### src/core/sdc_pkg.sv
// Package of command codes, timing constants and states for the SDRAM command sequencer
`default_nettype none
package sdc_pkg;
	localparam int CLK_PERIOD_NS = 10;
	// Timing figures in ns (refresh interval in ps, period in ms); counts derived by rounding up except T_REFI
	localparam int ROW_PRECHARGE_TIME_NS  = 18;
	localparam int ROW_TO_COLUMN_DELAY_NS = 18;
	localparam int ROW_CYCLE_TIME_NS      = 60;
	localparam int ROW_TO_ROW_DELAY_NS    = 12;
	localparam int ROW_ACTIVE_TIME_NS     = 42;
	localparam int SELF_REFRESH_EXIT_NS   = 112;
	localparam int REFRESH_CYCLE_NS       = 72;
	localparam int REFRESH_INTERVAL_PS    = 7812500;
	localparam int REFRESH_PERIOD_MS      = 64;
	localparam int REFRESH_COUNT          = 8192;
	localparam int T_RP   = (ROW_PRECHARGE_TIME_NS + CLK_PERIOD_NS - 1) / CLK_PERIOD_NS;
	localparam int T_RCD  = (ROW_TO_COLUMN_DELAY_NS + CLK_PERIOD_NS - 1) / CLK_PERIOD_NS;
	localparam int T_RC   = (ROW_CYCLE_TIME_NS + CLK_PERIOD_NS - 1) / CLK_PERIOD_NS;
	localparam int T_RRD  = (ROW_TO_ROW_DELAY_NS + CLK_PERIOD_NS - 1) / CLK_PERIOD_NS;
	localparam int T_RAS  = (ROW_ACTIVE_TIME_NS + CLK_PERIOD_NS - 1) / CLK_PERIOD_NS;
	localparam int T_XSR0 = (SELF_REFRESH_EXIT_NS + CLK_PERIOD_NS - 1) / CLK_PERIOD_NS;
	localparam int T_XSR  = (T_XSR0 < 2) ? 2 : T_XSR0;
	localparam int T_RFC  = (REFRESH_CYCLE_NS + CLK_PERIOD_NS - 1) / CLK_PERIOD_NS;
	// Longest time, rounded down
	localparam int T_REFI = REFRESH_INTERVAL_PS / (CLK_PERIOD_NS * 1000);
	localparam int READ_LATENCY = 3;
	localparam int BURST_LEN    = 4;
	localparam int CNT_W        = 8;
	// Command codes {cs_n, ras_n, cas_n, we_n}
	localparam logic [3:0] CMD_NOP = 4'h7;
	localparam logic [3:0] CMD_ACT = 4'h3;
	localparam logic [3:0] CMD_RD  = 4'h5;
	localparam logic [3:0] CMD_WR  = 4'h4;
	localparam logic [3:0] CMD_BT  = 4'h6;
	localparam logic [3:0] CMD_PRE = 4'h2;
	localparam logic [3:0] CMD_REF = 4'h1;
	localparam logic [3:0] CMD_DES = 4'h8;
	// User requests
	typedef enum logic [2:0] {
		SDC_REQ_NONE, SDC_REQ_READ, SDC_REQ_WRITE, SDC_REQ_TERM,
		SDC_REQ_PRE, SDC_REQ_SELF, SDC_REQ_DEEP, SDC_REQ_WAKE
	} sdc_req_t;
	typedef enum {
		SDC_RUN, SDC_SELF, SDC_DEEP, SDC_EXIT
	} sdc_mode_t;
endpackage : sdc_pkg
`default_nettype wire

### src/core/sdc_ctrl.sv
// SDRAM command sequencer: bank tracking, timing gates, refresh and power modes
`default_nettype none
module sdc_ctrl
	import sdc_pkg::*;
#(
	parameter int ROW_W   = 13,
	parameter int COL_W   = 10,
	parameter int DATA_W  = 16,
	parameter int REFI    = T_REFI
) (
	// Clock and reset
	input  wire logic              clk_i,
	input  wire logic              srst_i,
	// User request port
	input  wire logic              req_valid_i,
	input  wire sdc_req_t          req_op_i,
	input  wire logic [1:0]        req_bank_i,
	input  wire logic [ROW_W-1:0]  req_row_i,
	input  wire logic [COL_W-1:0]  req_col_i,
	input  wire logic              req_ap_i,
	input  wire logic [DATA_W-1:0] req_wdata_i,
	output logic                   req_ready_o,
	// Read return
	output logic                   rd_valid_o,
	output logic [DATA_W-1:0]      rd_data_o,
	// Status
	output logic                   self_refresh_o,
	output logic                   deep_down_o,
	// Memory pins
	output logic                   clk_enable_o,
	output logic                   chip_select_n_o,
	output logic                   row_strobe_n_o,
	output logic                   column_strobe_n_o,
	output logic                   write_enable_n_o,
	output logic                   bank_sel_lo_o,
	output logic                   bank_sel_hi_o,
	output logic [ROW_W-1:0]       addr_o,
	output logic                   byte_mask_o,
	input  wire logic [DATA_W-1:0] dq_i,
	output logic [DATA_W-1:0]      dq_o,
	output logic                   dq_oe_n_o
);
	localparam int AP_BIT = 10;
	localparam int RDPIPE = READ_LATENCY + 1;
	if (ROW_W <= AP_BIT || COL_W > ROW_W || REFI < T_RFC + T_RP + 8 || REFI > 65535) begin : g_bad
		$error("sdc_ctrl: unsupported parameters");
	end

	typedef struct packed {
		sdc_mode_t         mode;
		logic [3:0]        open;
		logic [3:0][ROW_W-1:0] row;
		logic [3:0]        cmd;
		logic              cke;
		logic [1:0]        ba;
		logic [ROW_W-1:0]  addr;
		logic              dqm;
		logic              oe_n;
		logic [DATA_W-1:0] wdata;
		logic [15:0]       refi;
		logic              ref_due;
		logic [CNT_W-1:0]  hold;
		logic [RDPIPE-1:0] rd_pipe;
		logic [CNT_W-1:0]  burst_left;
		logic              last_ap;
		logic [CNT_W-1:0]  stop;
		logic              rd_valid;
		logic [DATA_W-1:0] rd_data;
	} sdc_state_t;
	sdc_state_t s_r, s_nxt;

	// Per-bank counters: activate-to-column, row cycle, precharge
	logic [3:0]             rcd_ok, rc_ok, rp_ok;
	logic [3:0]             ld_rcd, ld_rc, ld_rp;
	logic [3:0][CNT_W-1:0]  rp_val;
	logic                   rrd_ok, ld_rrd;
	for (genvar b = 0; b < 4; b++) begin : g_bank
		sdc_down_cnt u_rcd (.clk_i(clk_i), .srst_i(srst_i), .load_i(ld_rcd[b]),
			.val_i(CNT_W'(T_RCD - 1)), .zero_o(rcd_ok[b]));
		sdc_down_cnt u_rc (.clk_i(clk_i), .srst_i(srst_i), .load_i(ld_rc[b]),
			.val_i(CNT_W'(T_RC - 1)), .zero_o(rc_ok[b]));
		sdc_down_cnt u_rp (.clk_i(clk_i), .srst_i(srst_i), .load_i(ld_rp[b]),
			.val_i(rp_val[b]), .zero_o(rp_ok[b]));
	end
	sdc_down_cnt u_rrd (.clk_i(clk_i), .srst_i(srst_i), .load_i(ld_rrd),
		.val_i(CNT_W'(T_RRD - 1)), .zero_o(rrd_ok));

	logic       all_idle, bank_free, need_act, can_go, is_rw, accept, rd_busy;
	logic [1:0] b;
	always_comb begin
		s_nxt    = s_r;
		ld_rcd   = '0;
		ld_rc    = '0;
		ld_rp    = '0;
		rp_val   = '0;
		ld_rrd   = 1'b0;
		b        = req_bank_i;
		all_idle = (s_r.open == 4'h0) && (&rp_ok);
		bank_free = rp_ok[b] && rc_ok[b];
		is_rw    = (req_op_i == SDC_REQ_READ) || (req_op_i == SDC_REQ_WRITE);
		need_act = is_rw && (!s_r.open[b] || (s_r.row[b] != req_row_i));
		can_go   = 1'b0;
		accept   = 1'b0;
		rd_busy  = (s_r.rd_pipe != '0) || (s_r.burst_left != '0);
		s_nxt.cmd  = CMD_NOP;
		s_nxt.addr = '0;
		s_nxt.oe_n = 1'b1;
		s_nxt.dqm  = 1'b0;
		s_nxt.hold = (s_r.hold != '0) ? s_r.hold - 1'b1 : s_r.hold;
		// Read data capture: first word latency after read, burst counter takes the rest
		s_nxt.rd_pipe  = {s_r.rd_pipe[RDPIPE-2:0], 1'b0};
		s_nxt.rd_valid = 1'b0;
		if (s_r.burst_left != '0) begin
			s_nxt.burst_left = s_r.burst_left - 1'b1;
			s_nxt.rd_valid   = 1'b1;
			s_nxt.rd_data    = dq_i;
		end
		if (s_r.rd_pipe[RDPIPE-1]) begin
			s_nxt.burst_left = CNT_W'(BURST_LEN - 1);
			s_nxt.rd_valid   = 1'b1;
			s_nxt.rd_data    = dq_i;
		end
		// After a terminate, only words already inside the latency window arrive
		if (s_r.stop != '0) begin
			s_nxt.stop = s_r.stop - 1'b1;
			if (s_r.stop == CNT_W'(1)) begin
				s_nxt.rd_pipe    = '0;
				s_nxt.burst_left = '0;
			end
		end
		// Refresh interval timer
		if (s_r.refi != '0) begin
			s_nxt.refi = s_r.refi - 1'b1;
		end else begin
			s_nxt.refi    = 16'(REFI - 1);
			s_nxt.ref_due = 1'b1;
		end
		case (s_r.mode)
			SDC_RUN: begin
				if (s_r.ref_due && s_r.hold == '0) begin
					if (s_r.open != 4'h0 && !rd_busy) begin
						s_nxt.cmd          = CMD_PRE;
						s_nxt.addr[AP_BIT] = 1'b1;
						s_nxt.open         = 4'h0;
						ld_rp              = 4'hf;
						for (int i = 0; i < 4; i++) rp_val[i] = CNT_W'(T_RP);
					end else if (all_idle) begin
						s_nxt.cmd     = CMD_REF;
						s_nxt.addr    = '0;
						s_nxt.ref_due = 1'b0;
						s_nxt.hold    = CNT_W'(T_RFC);
					end
				end else if (req_valid_i && s_r.hold == '0) begin
					case (req_op_i)
						SDC_REQ_READ, SDC_REQ_WRITE: begin
							if (need_act && s_r.open[b]) begin
								if (rp_ok[b]) begin
									s_nxt.cmd     = CMD_PRE;
									s_nxt.ba      = b;
									s_nxt.open[b] = 1'b0;
									ld_rp[b]      = 1'b1;
									rp_val[b]     = CNT_W'(T_RP);
								end
							end else if (need_act) begin
								if (bank_free && rrd_ok) begin
									s_nxt.cmd    = CMD_ACT;
									s_nxt.ba     = b;
									s_nxt.addr   = req_row_i;
									s_nxt.open[b] = 1'b1;
									s_nxt.row[b]  = req_row_i;
									ld_rcd[b]    = 1'b1;
									ld_rc[b]     = 1'b1;
									ld_rrd       = 1'b1;
								end
							end else if (rcd_ok[b] && rp_ok[b]) begin
								can_go = 1'b1;
							end
							// Write after a live read burst needs the mask up one clock, three clocks before the write
							if (can_go && req_op_i == SDC_REQ_WRITE &&
								(s_r.rd_pipe != '0 || s_r.burst_left != '0)) begin
								can_go        = 1'b0;
								s_nxt.dqm     = 1'b1;
								s_nxt.rd_pipe = '0;
								s_nxt.burst_left = '0;
								s_nxt.hold    = CNT_W'(2);
							end
							if (can_go) begin
								s_nxt.cmd  = (req_op_i == SDC_REQ_READ) ? CMD_RD : CMD_WR;
								accept     = 1'b1;
								s_nxt.ba   = b;
								s_nxt.addr = ROW_W'(req_col_i);
								s_nxt.addr[AP_BIT] = req_ap_i;
								s_nxt.last_ap = req_ap_i;
								if (req_ap_i) begin
									s_nxt.open[b] = 1'b0;
									ld_rp[b]  = 1'b1;
									rp_val[b] = CNT_W'(BURST_LEN + T_RP);
								end
								if (req_op_i == SDC_REQ_READ) begin
									s_nxt.rd_pipe[0] = 1'b1;
									s_nxt.stop = '0;
								end else begin
									s_nxt.oe_n  = 1'b0;
									s_nxt.wdata = req_wdata_i;
									s_nxt.rd_pipe = '0;
								end
							end
						end
						SDC_REQ_TERM: begin
							accept = 1'b1;
							if (!s_r.last_ap) begin
								s_nxt.cmd = CMD_BT;
								// Latest burst is the one cut; words already in flight drain
								s_nxt.stop = CNT_W'(READ_LATENCY);
							end
						end
						SDC_REQ_PRE: begin
							s_nxt.cmd          = CMD_PRE;
							accept             = 1'b1;
							s_nxt.ba           = b;
							s_nxt.addr[AP_BIT] = req_ap_i;
							for (int i = 0; i < 4; i++) begin
								if (req_ap_i || 2'(i) == b) begin
									s_nxt.open[i] = 1'b0;
									ld_rp[i]  = 1'b1;
									rp_val[i] = CNT_W'(T_RP);
								end
							end
						end
						SDC_REQ_SELF: begin
							if (all_idle) begin
								s_nxt.cmd  = CMD_REF;
								accept     = 1'b1;
								s_nxt.cke  = 1'b0;
								s_nxt.mode = SDC_SELF;
								s_nxt.hold = CNT_W'(T_RAS);
							end
						end
						SDC_REQ_DEEP: begin
							if (all_idle) begin
								s_nxt.cmd  = CMD_BT;
								accept     = 1'b1;
								s_nxt.cke  = 1'b0;
								s_nxt.mode = SDC_DEEP;
							end
						end
						default: begin
							accept = 1'b1;
						end
					endcase
				end
			end
			SDC_SELF: begin
				s_nxt.cmd = CMD_DES;
				s_nxt.refi = 16'(REFI - 1);
				s_nxt.ref_due = 1'b0;
				if (req_valid_i && req_op_i == SDC_REQ_WAKE && s_r.hold == '0) begin
					s_nxt.cke  = 1'b1;
					accept     = 1'b1;
					s_nxt.cmd  = CMD_NOP;
					s_nxt.mode = SDC_EXIT;
					s_nxt.hold = CNT_W'(T_XSR);
				end
			end
			SDC_DEEP: begin
				s_nxt.cmd = CMD_DES;
				s_nxt.ref_due = 1'b0;
				if (req_valid_i && req_op_i == SDC_REQ_WAKE) begin
					s_nxt.cke  = 1'b1;
					accept     = 1'b1;
					s_nxt.cmd  = CMD_NOP;
					s_nxt.mode = SDC_RUN;
				end
			end
			SDC_EXIT: begin
				if (s_r.hold <= CNT_W'(1)) begin
					s_nxt.mode    = SDC_RUN;
					s_nxt.ref_due = 1'b1;
				end
			end
			default: s_nxt.mode = SDC_RUN;
		endcase
	end
	// Reset leaves the device selected with nops and the clock enabled
	always_ff @(posedge clk_i) begin
		if (srst_i) begin
			s_r      <= '0;
			s_r.cke  <= 1'b1;
			s_r.cmd  <= CMD_NOP;
			s_r.oe_n <= 1'b1;
		end else begin
			s_r <= s_nxt;
		end
	end
	assign req_ready_o       = accept;
	assign rd_valid_o        = s_r.rd_valid;
	assign rd_data_o         = s_r.rd_data;
	assign self_refresh_o    = (s_r.mode == SDC_SELF);
	assign deep_down_o       = (s_r.mode == SDC_DEEP);
	assign clk_enable_o      = s_r.cke;
	assign chip_select_n_o   = s_r.cmd[3];
	assign row_strobe_n_o    = s_r.cmd[2];
	assign column_strobe_n_o = s_r.cmd[1];
	assign write_enable_n_o  = s_r.cmd[0];
	assign bank_sel_lo_o     = s_r.ba[0];
	assign bank_sel_hi_o     = s_r.ba[1];
	assign addr_o            = s_r.addr;
	assign byte_mask_o       = s_r.dqm;
	assign dq_o              = s_r.wdata;
	assign dq_oe_n_o         = s_r.oe_n;
endmodule : sdc_ctrl
`default_nettype wire

### src/core/sdc_down_cnt.sv
// Loadable down-counter with zero flag, one per bank for T_RCD, T_RC and T_RP plus one for T_RRD
`default_nettype none
module sdc_down_cnt
	import sdc_pkg::*;
#(
	parameter int W = CNT_W
) (
	// Clock and reset
	input  wire logic         clk_i,
	input  wire logic         srst_i,
	// Control
	input  wire logic         load_i,
	input  wire logic [W-1:0] val_i,
	// Status
	output logic              zero_o
);
	typedef struct packed {
		logic [W-1:0] cnt;
	} sdc_cnt_t;
	sdc_cnt_t s_r, s_nxt;
	always_comb begin
		s_nxt = s_r;
		if (load_i && (val_i > s_r.cnt)) begin
			s_nxt.cnt = val_i;
		end else if (s_r.cnt != '0) begin
			s_nxt.cnt = s_r.cnt - 1'b1;
		end
	end
	always_ff @(posedge clk_i) begin
		if (srst_i) begin
			s_r <= '0;
		end else begin
			s_r <= s_nxt;
		end
	end
	assign zero_o = (s_r.cnt == '0);
endmodule : sdc_down_cnt
`default_nettype wire

### config.mk
export PLATFORM = sky130hd
export DESIGN_NAME = sdc_ctrl
export DESIGN_NICKNAME = d
export VERILOG_FILES = /design/src/core/sdc_pkg.sv /design/src/core/sdc_ctrl.sv /design/src/core/sdc_down_cnt.sv
export SDC_FILE = /design/constraint.sdc
export NUM_CORES = 1
export LEC_CHECK = 0
export ABC_CLOCK_PERIOD_IN_PS = 5650
export BUFFER_PORTS_ARGS = -buffer_cell sky130_fd_sc_hd__buf_4
export CAP_MARGIN = 10
export CORE_ASPECT_RATIO = 1.1
export CORE_MARGIN = 5
export CORE_UTILIZATION = 25
export DETAILED_ROUTE_END_ITERATION = 12
export GPL_ROUTABILITY_DRIVEN = 0
export HOLD_SLACK_MARGIN = 0.1
export PLACE_DENSITY = 0.5
export REMOVE_ABC_BUFFERS = 1
export SETUP_SLACK_MARGIN = 0.3
export SLEW_MARGIN = 20
export SYNTH_ARGS = -nofsm -noshare
export SYNTH_HDL_FRONTEND = slang
export SYNTH_SLANG_ARGS = --single-unit
export TNS_END_PERCENT = 30
### constraint.sdc
create_clock -name clk_i -period 5.65 [get_ports clk_i]
set_input_delay 1.4125 -clock clk_i [delete_from_list [all_inputs] [get_ports clk_i]]
set_output_delay 1.4125 -clock clk_i [all_outputs]
set_load 0.01 [all_outputs]
== Word-level counts from Yosys, hierarchy flattened ==
Index checks and enable logic that the tools add are counted.

* Reduce and logical (&&, ||, !) cells: 118
* Muxes and demuxes: 208
* Order comparisons: 16
* Add/subtract/negate cells: 17
* Bitwise logic cells: 16
* Eq/ne operators: 33

{| class="wikitable"
|+ Operators by type and width
! cell !! count
|-
| 2-to-1 mux 32 bit || 15
|-
| 2-to-1 mux 8 bit || 18
|-
| 2-to-1 mux 4 bit || 35
|-
| one-hot mux 32 bit (2 select lines) || 2
|-
| one-hot mux 32 bit (4 select lines) || 1
|-
| nonzero test 8 bit || 16
|-
| subtractor 8 x 1 -> 8 bit (second input constant) || 16
|-
| 2-to-1 mux 126 bit || 1
|-
| 2-to-1 mux 15 bit || 8
|-
| 2-to-1 mux 60 bit || 2
|-
| zero test 8 bit || 14
|-
| 2-to-1 mux 52 bit || 2
|-
| == test 32 x 2 -> 1 bit (second input constant) || 3
|-
| 2-to-1 mux 26 bit || 3
|-
| 2-to-1 mux 17 bit || 4
|-
| 2-to-1 mux 1 bit || 56
|-
| bitwise mux 52 bit || 1
|-
| 2-to-1 mux 13 bit || 4
|-
| one-hot mux 8 bit (2 select lines) || 3
|-
| 2-to-1 mux 21 bit || 2
|-
| greater-than comparator 1 x 8 -> 1 bit (first input constant) || 5
|-
| 2-to-1 mux 3 bit || 12
|-
| == test 32 x 1 -> 1 bit (second input constant) || 1
|-
| == test 32 x 3 -> 1 bit (second input constant) || 1
|-
| 66 further kinds || 183
|}

* Output and inout bits: 58
* Bits in registers: 293
* Logic and storage cells: 458
* Input port bits: 64

== Longest topological paths before layout ==
* Word-level depth: 26
* Depth in mapped cells: 20

== Cells and area by module ==
A second synthesis with hierarchy kept.

* Cells, all modules: 2,096
* Area, all modules: 17,531.8 µm²

{| class="wikitable"
|+ By module, submodules not included
! module !! area each (µm²) !! times used !! cells an instance
|-
| sdc_down_cnt || 737.0 || 13 || 90
|-
| sdc_ctrl || 7,951.4 || 1 || 926
|}

== Worst setup path before layout ==
Ideal clock, no wire load.

* Kind: input -> output
* Start point: input req_bank_i[1]
* End point: output req_ready_o
* Data required time: 4.238 ns
* Buffers on the path: 2
* Path slack: 0.446 ns
* Data arrival time: 3.792 ns
* Stages: 9
* Path through: clkbuf_1 mux4_2 xor2_1 nor4_2 and4_4 a21oi_4 buf_2 or3_1 a211oi_1

* Longest elaborated chain between the ends: 23
* Elaborated cells on any way between the ends: 33

{| class="wikitable"
|+ RTL lines
! what !! RTL line !! RTL
|-
| start, declared || sdc_ctrl.sv:17 || <nowiki>input wire logic [1:0] req_bank_i,</nowiki>
|-
| binary-select mux 13 bit (select 2 bit) or binary-select mux 1 bit (select 2 bit) (tied branches) || sdc_ctrl.sv:101, sdc_ctrl.sv:156 ||
|-
| 2-to-1 mux 13 bit (not written as such) or 2-to-1 mux 1 bit (tied branches) || sdc_ctrl.sv:101, sdc_ctrl.sv:156 ||
|-
| inequality test 13 bit or zero test 1 bit (tied branches) || sdc_ctrl.sv:101 || <nowiki>need_act = is_rw && (!s_r.open[b] || (s_r.row[b] != req_row_i));</nowiki>
|-
| logical OR 1 bit || sdc_ctrl.sv:101 ||
|-
| logical AND 1 bit || sdc_ctrl.sv:101 ||
|-
| 2-to-1 mux 1 bit or logical AND 1 bit (tied branches) || sdc_ctrl.sv:164, sdc_ctrl.sv:156 ||
|-
| 2-to-1 mux 1 bit (*) || sdc_ctrl.sv:156 || <nowiki>if (need_act && s_r.open[b]) begin</nowiki>
|-
| 2-to-1 mux 1 bit (*) || sdc_ctrl.sv:154 || <nowiki>case (req_op_i)</nowiki>
|-
| (+7 left out) || -- ||
|-
| 2-to-1 mux 1 bit (*) || sdc_ctrl.sv:153 || <nowiki>end else if (req_valid_i && s_r.hold == '0) begin</nowiki>
|-
| 2-to-1 mux 1 bit (*) || sdc_ctrl.sv:140 || <nowiki>if (s_r.ref_due && s_r.hold == '0) begin</nowiki>
|-
| 2-to-1 mux 1 bit (*) || sdc_ctrl.sv:138 || <nowiki>case (s_r.mode)</nowiki>
|-
| 2-to-1 mux 1 bit (*) || sdc_ctrl.sv:187 || <nowiki>if (can_go) begin</nowiki>
|-
| one-hot mux 1 bit (2 select lines) (*) || sdc_ctrl.sv:154 ||
|-
| 2-to-1 mux 1 bit (*) || sdc_ctrl.sv:153 ||
|-
| 2-to-1 mux 1 bit (*) || sdc_ctrl.sv:140 ||
|-
| one-hot mux 1 bit (3 select lines) (*) || sdc_ctrl.sv:138 ||
|-
| end, declared || sdc_ctrl.sv:22 || <nowiki>output logic req_ready_o,</nowiki>
|}

Mark *: on every way between the ends. The rest lies on a longest branch, timed or not. The select of a mux whose other input is x is not followed.

== Worst setup path after layout ==
* Start point: input req_bank_i[0]
* End point: output req_ready_o

Same word-level chain as after synthesis.

==> flow_summary.json <==
{
  "worst_stage_delay_on_the_critical_path_ns": 0.51,
  "setup-tns-final_ns": 0,
  "synth.yosys.seq_area_share_pct": 39.8,
  "rsz0062_at_grt": "false",
  "setup-violations-final": 0,
  "p_leak_nw": 6.05,
  "grt_overflow_total": 0,
  "max_cap_viol_count": 0,
  "post_drt_via_cell_ratio": 4.84,
  "timing.rr.start": "s_r[38]",
  "tritoncts": "done",
  "antenna_found_initial": 0,
  "final_common_cell": "dfxtp_1",
  "placeable_core_region_um2": 52400,
  "timing_max_transition_violations_final": 0,
  "cts_buffer_depth": 3,
  "synthesis.area_per_instance_um2": 8.45,
  "hold-path-endpoint": "s_r[47]",
  "insertion_delay_ns": 0.57,
  "grt_pass1_wl_um": 59600,
  "post-cts-setup-buffer-count": 0,
  "min-delay-path-class": "reg -> reg",
  "grt_max_degree": 70,
  "max_freq_ghz": 0.190,
  "crit-reg2reg-capture": "g_bank[0].u_rp.s_r[1]",
  "yosys_warnings": 0,
  "edff_count_synth": 0,
  "clock-sinks": 263,
  "postSynth.topFlopCell": "dfxtp_1",
  "cp_max_fo": 13,
  "detailroute.via_count": 11300,
  "synth.ff_latch_count": 263,
  "most-common-layout-cells": "dfxtp_1, nand2_1, nor2_1",
  "worst_case_setup_margin_in_the_final_layout_ns": 0.374,
  "min_delay_path_depth": 1,
  "start_util_pct": 25.3,
  "min_period_over_period_pct": 93.4,
  "worst_r2r_path_depth": 17,
  "io_buffers": 121,
  "final.min_clock_period_ns": 5.28,
  "cts_made_buffers": 29,
  "h_tree_levels": 1,
  "async_flop_share_pct": 0,
  "antenna_cells_inserted": 0,
  "finClkSkew_ns": 0.0234,
  "hold_viol_final": 0,
  "nNetsFinal": 1745,
  "fp.dieArea_um2": 57700,
  "clkTransAtPathRegs_ns": 0.06,
  "area_of_the_mapped_netlist_um2": 13200,
  "timing.slew.headroom_pct": 39.6,
  "regToRegSetupSlack_ns": 1.30,
  "crit_path_start": "req_bank_i[0]",
  "wl_per_cell_um": 15.7,
  "crit_path_end_kind": "output port",
  "root_buffer": "clkbuf_16",
  "drt_wl_total_um": 36600,
  "detail_route.drc_violations": 0,
  "postCtsHoldBufs": 0,
  "post-dp-hpwl_um": 26100,
  "proportion_of_layout_cells_with_a_drive_suffix_above_1_pct": 15.3,
  "crit_chain": "buf_12 -> mux4_2 -> xor2_1 -> nor4_4 -> and4_4 -> a21oi_4 -> or3_4 -> a211oi_2 -> buf_4",
  "timing.hold.worst.start": "s_r[47]",
  "drt_iter0_drc": 765,
  "cp_slowest_cell": "mux4_2",
  "floorplan.rows": 88,
  "ys_types": 84,
  "number_of_ports_placed_on_the_die_boundary": 122,
  "chipWidth_um": 229,
  "drtPass1Iterations": 6,
  "antenna_left": 0,
  "worst_pin_slew_ns": 0.898,
  "fillCellCount": 5588,
  "dieHeight_um": 251,
  "power.ir.vdd_worst_v": 0.000186,
  "area_growth_syn_to_layout_pct": 18.5,
  "cp_data_arrival_time_ns": 3.86,
  "grt_pass1_vias": 11300,
  "timing.setup.critical_path_class": "in -> out",
  "post-place-ws_ns": 0.0107,
  "number_of_standard_cells_after_synthesis": 1567,
  "status": "complete, no violations",
  "critical_path_required_ns": 4.24,
  "total_grt_usage_pct": 12.2,
  "pwr_density_cell_nw_per_um2": 513,
  "crit_path_start_kind": "input pin"
}
[per-layer routing]
metal	part of all wire, %	wire (um)	track usage, %	vias to the layer above
li1	-	-	-	5613
met1	44	16000	15.6	5378
met2	49	18000	21.6	257
met3	4.2	1540	1.33	67
met4	2.9	1080	4.11	0
met5	0	0	0	-
[synthesized netlist by cell type, drive strengths merged, types with 7 or more instances]
library cell  count  area share (%)
and3             12            0.57
a31oi            12            0.57
nor3             73             3.1
a211oi           13            0.77
nor2            164             4.6
dfxtp           263              40
xnor2            71             4.7
o31ai            17            0.96
o21ai            33             1.3
nor3b             7            0.43
nand2           179             5.1
nand3            93             3.5
xor2             41             2.7
or4              11            0.62
nand2b           14            0.66
and2              7            0.33
inv              55             1.6
clkbuf           57             1.6
o21a              8            0.45
nand4            10            0.47
nor4             33             1.8
mux4             15             2.6
ha               41             3.9
or3              14            0.66
mux2i            29             2.2
a21oi           133             5.1
buf              60             3.5
a22o             12            0.79
[worst max-delay path by stage]
stage / cells after the start / slack (ns) / end
CTS: 9 / 0.30 / req_ready_o
global placement: 9 / 0.08 / req_ready_o
detailed placement: 9 / 0.01 / req_ready_o
finish: 9 / 0.37 / req_ready_o
global route: 9 / 0.32 / req_ready_o
floorplan: 14 / 0.39 / g_bank[3].u_rp.s_r[0]
[cell type report]
class	instances	area, um2	area share, %
sequential	263	5270	33.5
timing repair buffer	159	1210	7.71
inverter	59	221	1.41
multi-input combinational	1128	7120	45.3
clock buffer	38	820	5.22
clock inverter	15	219	1.39
tap	675	845	5.38
[stage by stage]
stage | utilization [%] | power, mW | std cells | hold slack, ns | area, um2
6_report | 30.0 | 8.05 | 2337 | 0.438 | 15700
2_1_floorplan | - | 5.16 | 1450 | 0.413 | 12600
4_1_cts | 29.9 | 8.14 | 2337 | 0.441 | 15700
3_5_place_dp | 27.9 | 6.03 | 2284 | 0.432 | 14600
5_1_grt | 30.0 | 8.71 | 2337 | 0.456 | 15700
3_3_place_gp | 27.9 | 5.95 | 2284 | 0.432 | 14600
[sequential cells by signal, indices dropped and copies added (netlist names), 8 cells and up]
| name | cells |
|---|---|
| s_r | 104 |
| g_bank.u_rc.s_r | 32 |
| u_rrd.s_r | 8 |
| rd_data_o | 16 |
| dq_o | 16 |
| g_bank.u_rp.s_r | 32 |
| addr_o | 13 |
| g_bank.u_rcd.s_r | 32 |
[worst max-delay path, delay by kind of cell]
family / cells / cell delay (ns)
buffers and inverters: 2 / 0.31
and+or+nand+nor: 3 / 1.06
AOI/OAI and AO/OA: 2 / 0.36
muxes: 1 / 0.51
xor gates and xnor gates: 1 / 0.19
[report_power, final]
part | total [mW] | switching, mW | internal (mW) | leakage (nW)
clock | 2.05 | 0.802 | 1.25 | 0.509
sequential | 2.72 | 0.394 | 2.33 | 2.15
combinational | 3.27 | 1.87 | 1.41 | 3.38
total | 8.05 | 3.06 | 4.98 | 6.05
[repair_timing]
| action | CTS | global route |
|---|---|---|
| pin swaps | 0 | 3 |
| setup endpoints to repair | 1 | 1 |
| resized for setup | 3 | 5 |
[logic make-up after synthesis]
logic type / synth area share (%)
and+or+nand+nor: 23.4
AOI/OAI and AO/OA: 14.0
DFF: 39.8
buffers and inverters: 6.76
xor gates and xnor gates: 7.41
muxes: 4.86
adders and majority gates: 3.87
No activity file was read; power rests on OpenSTA's default activity.
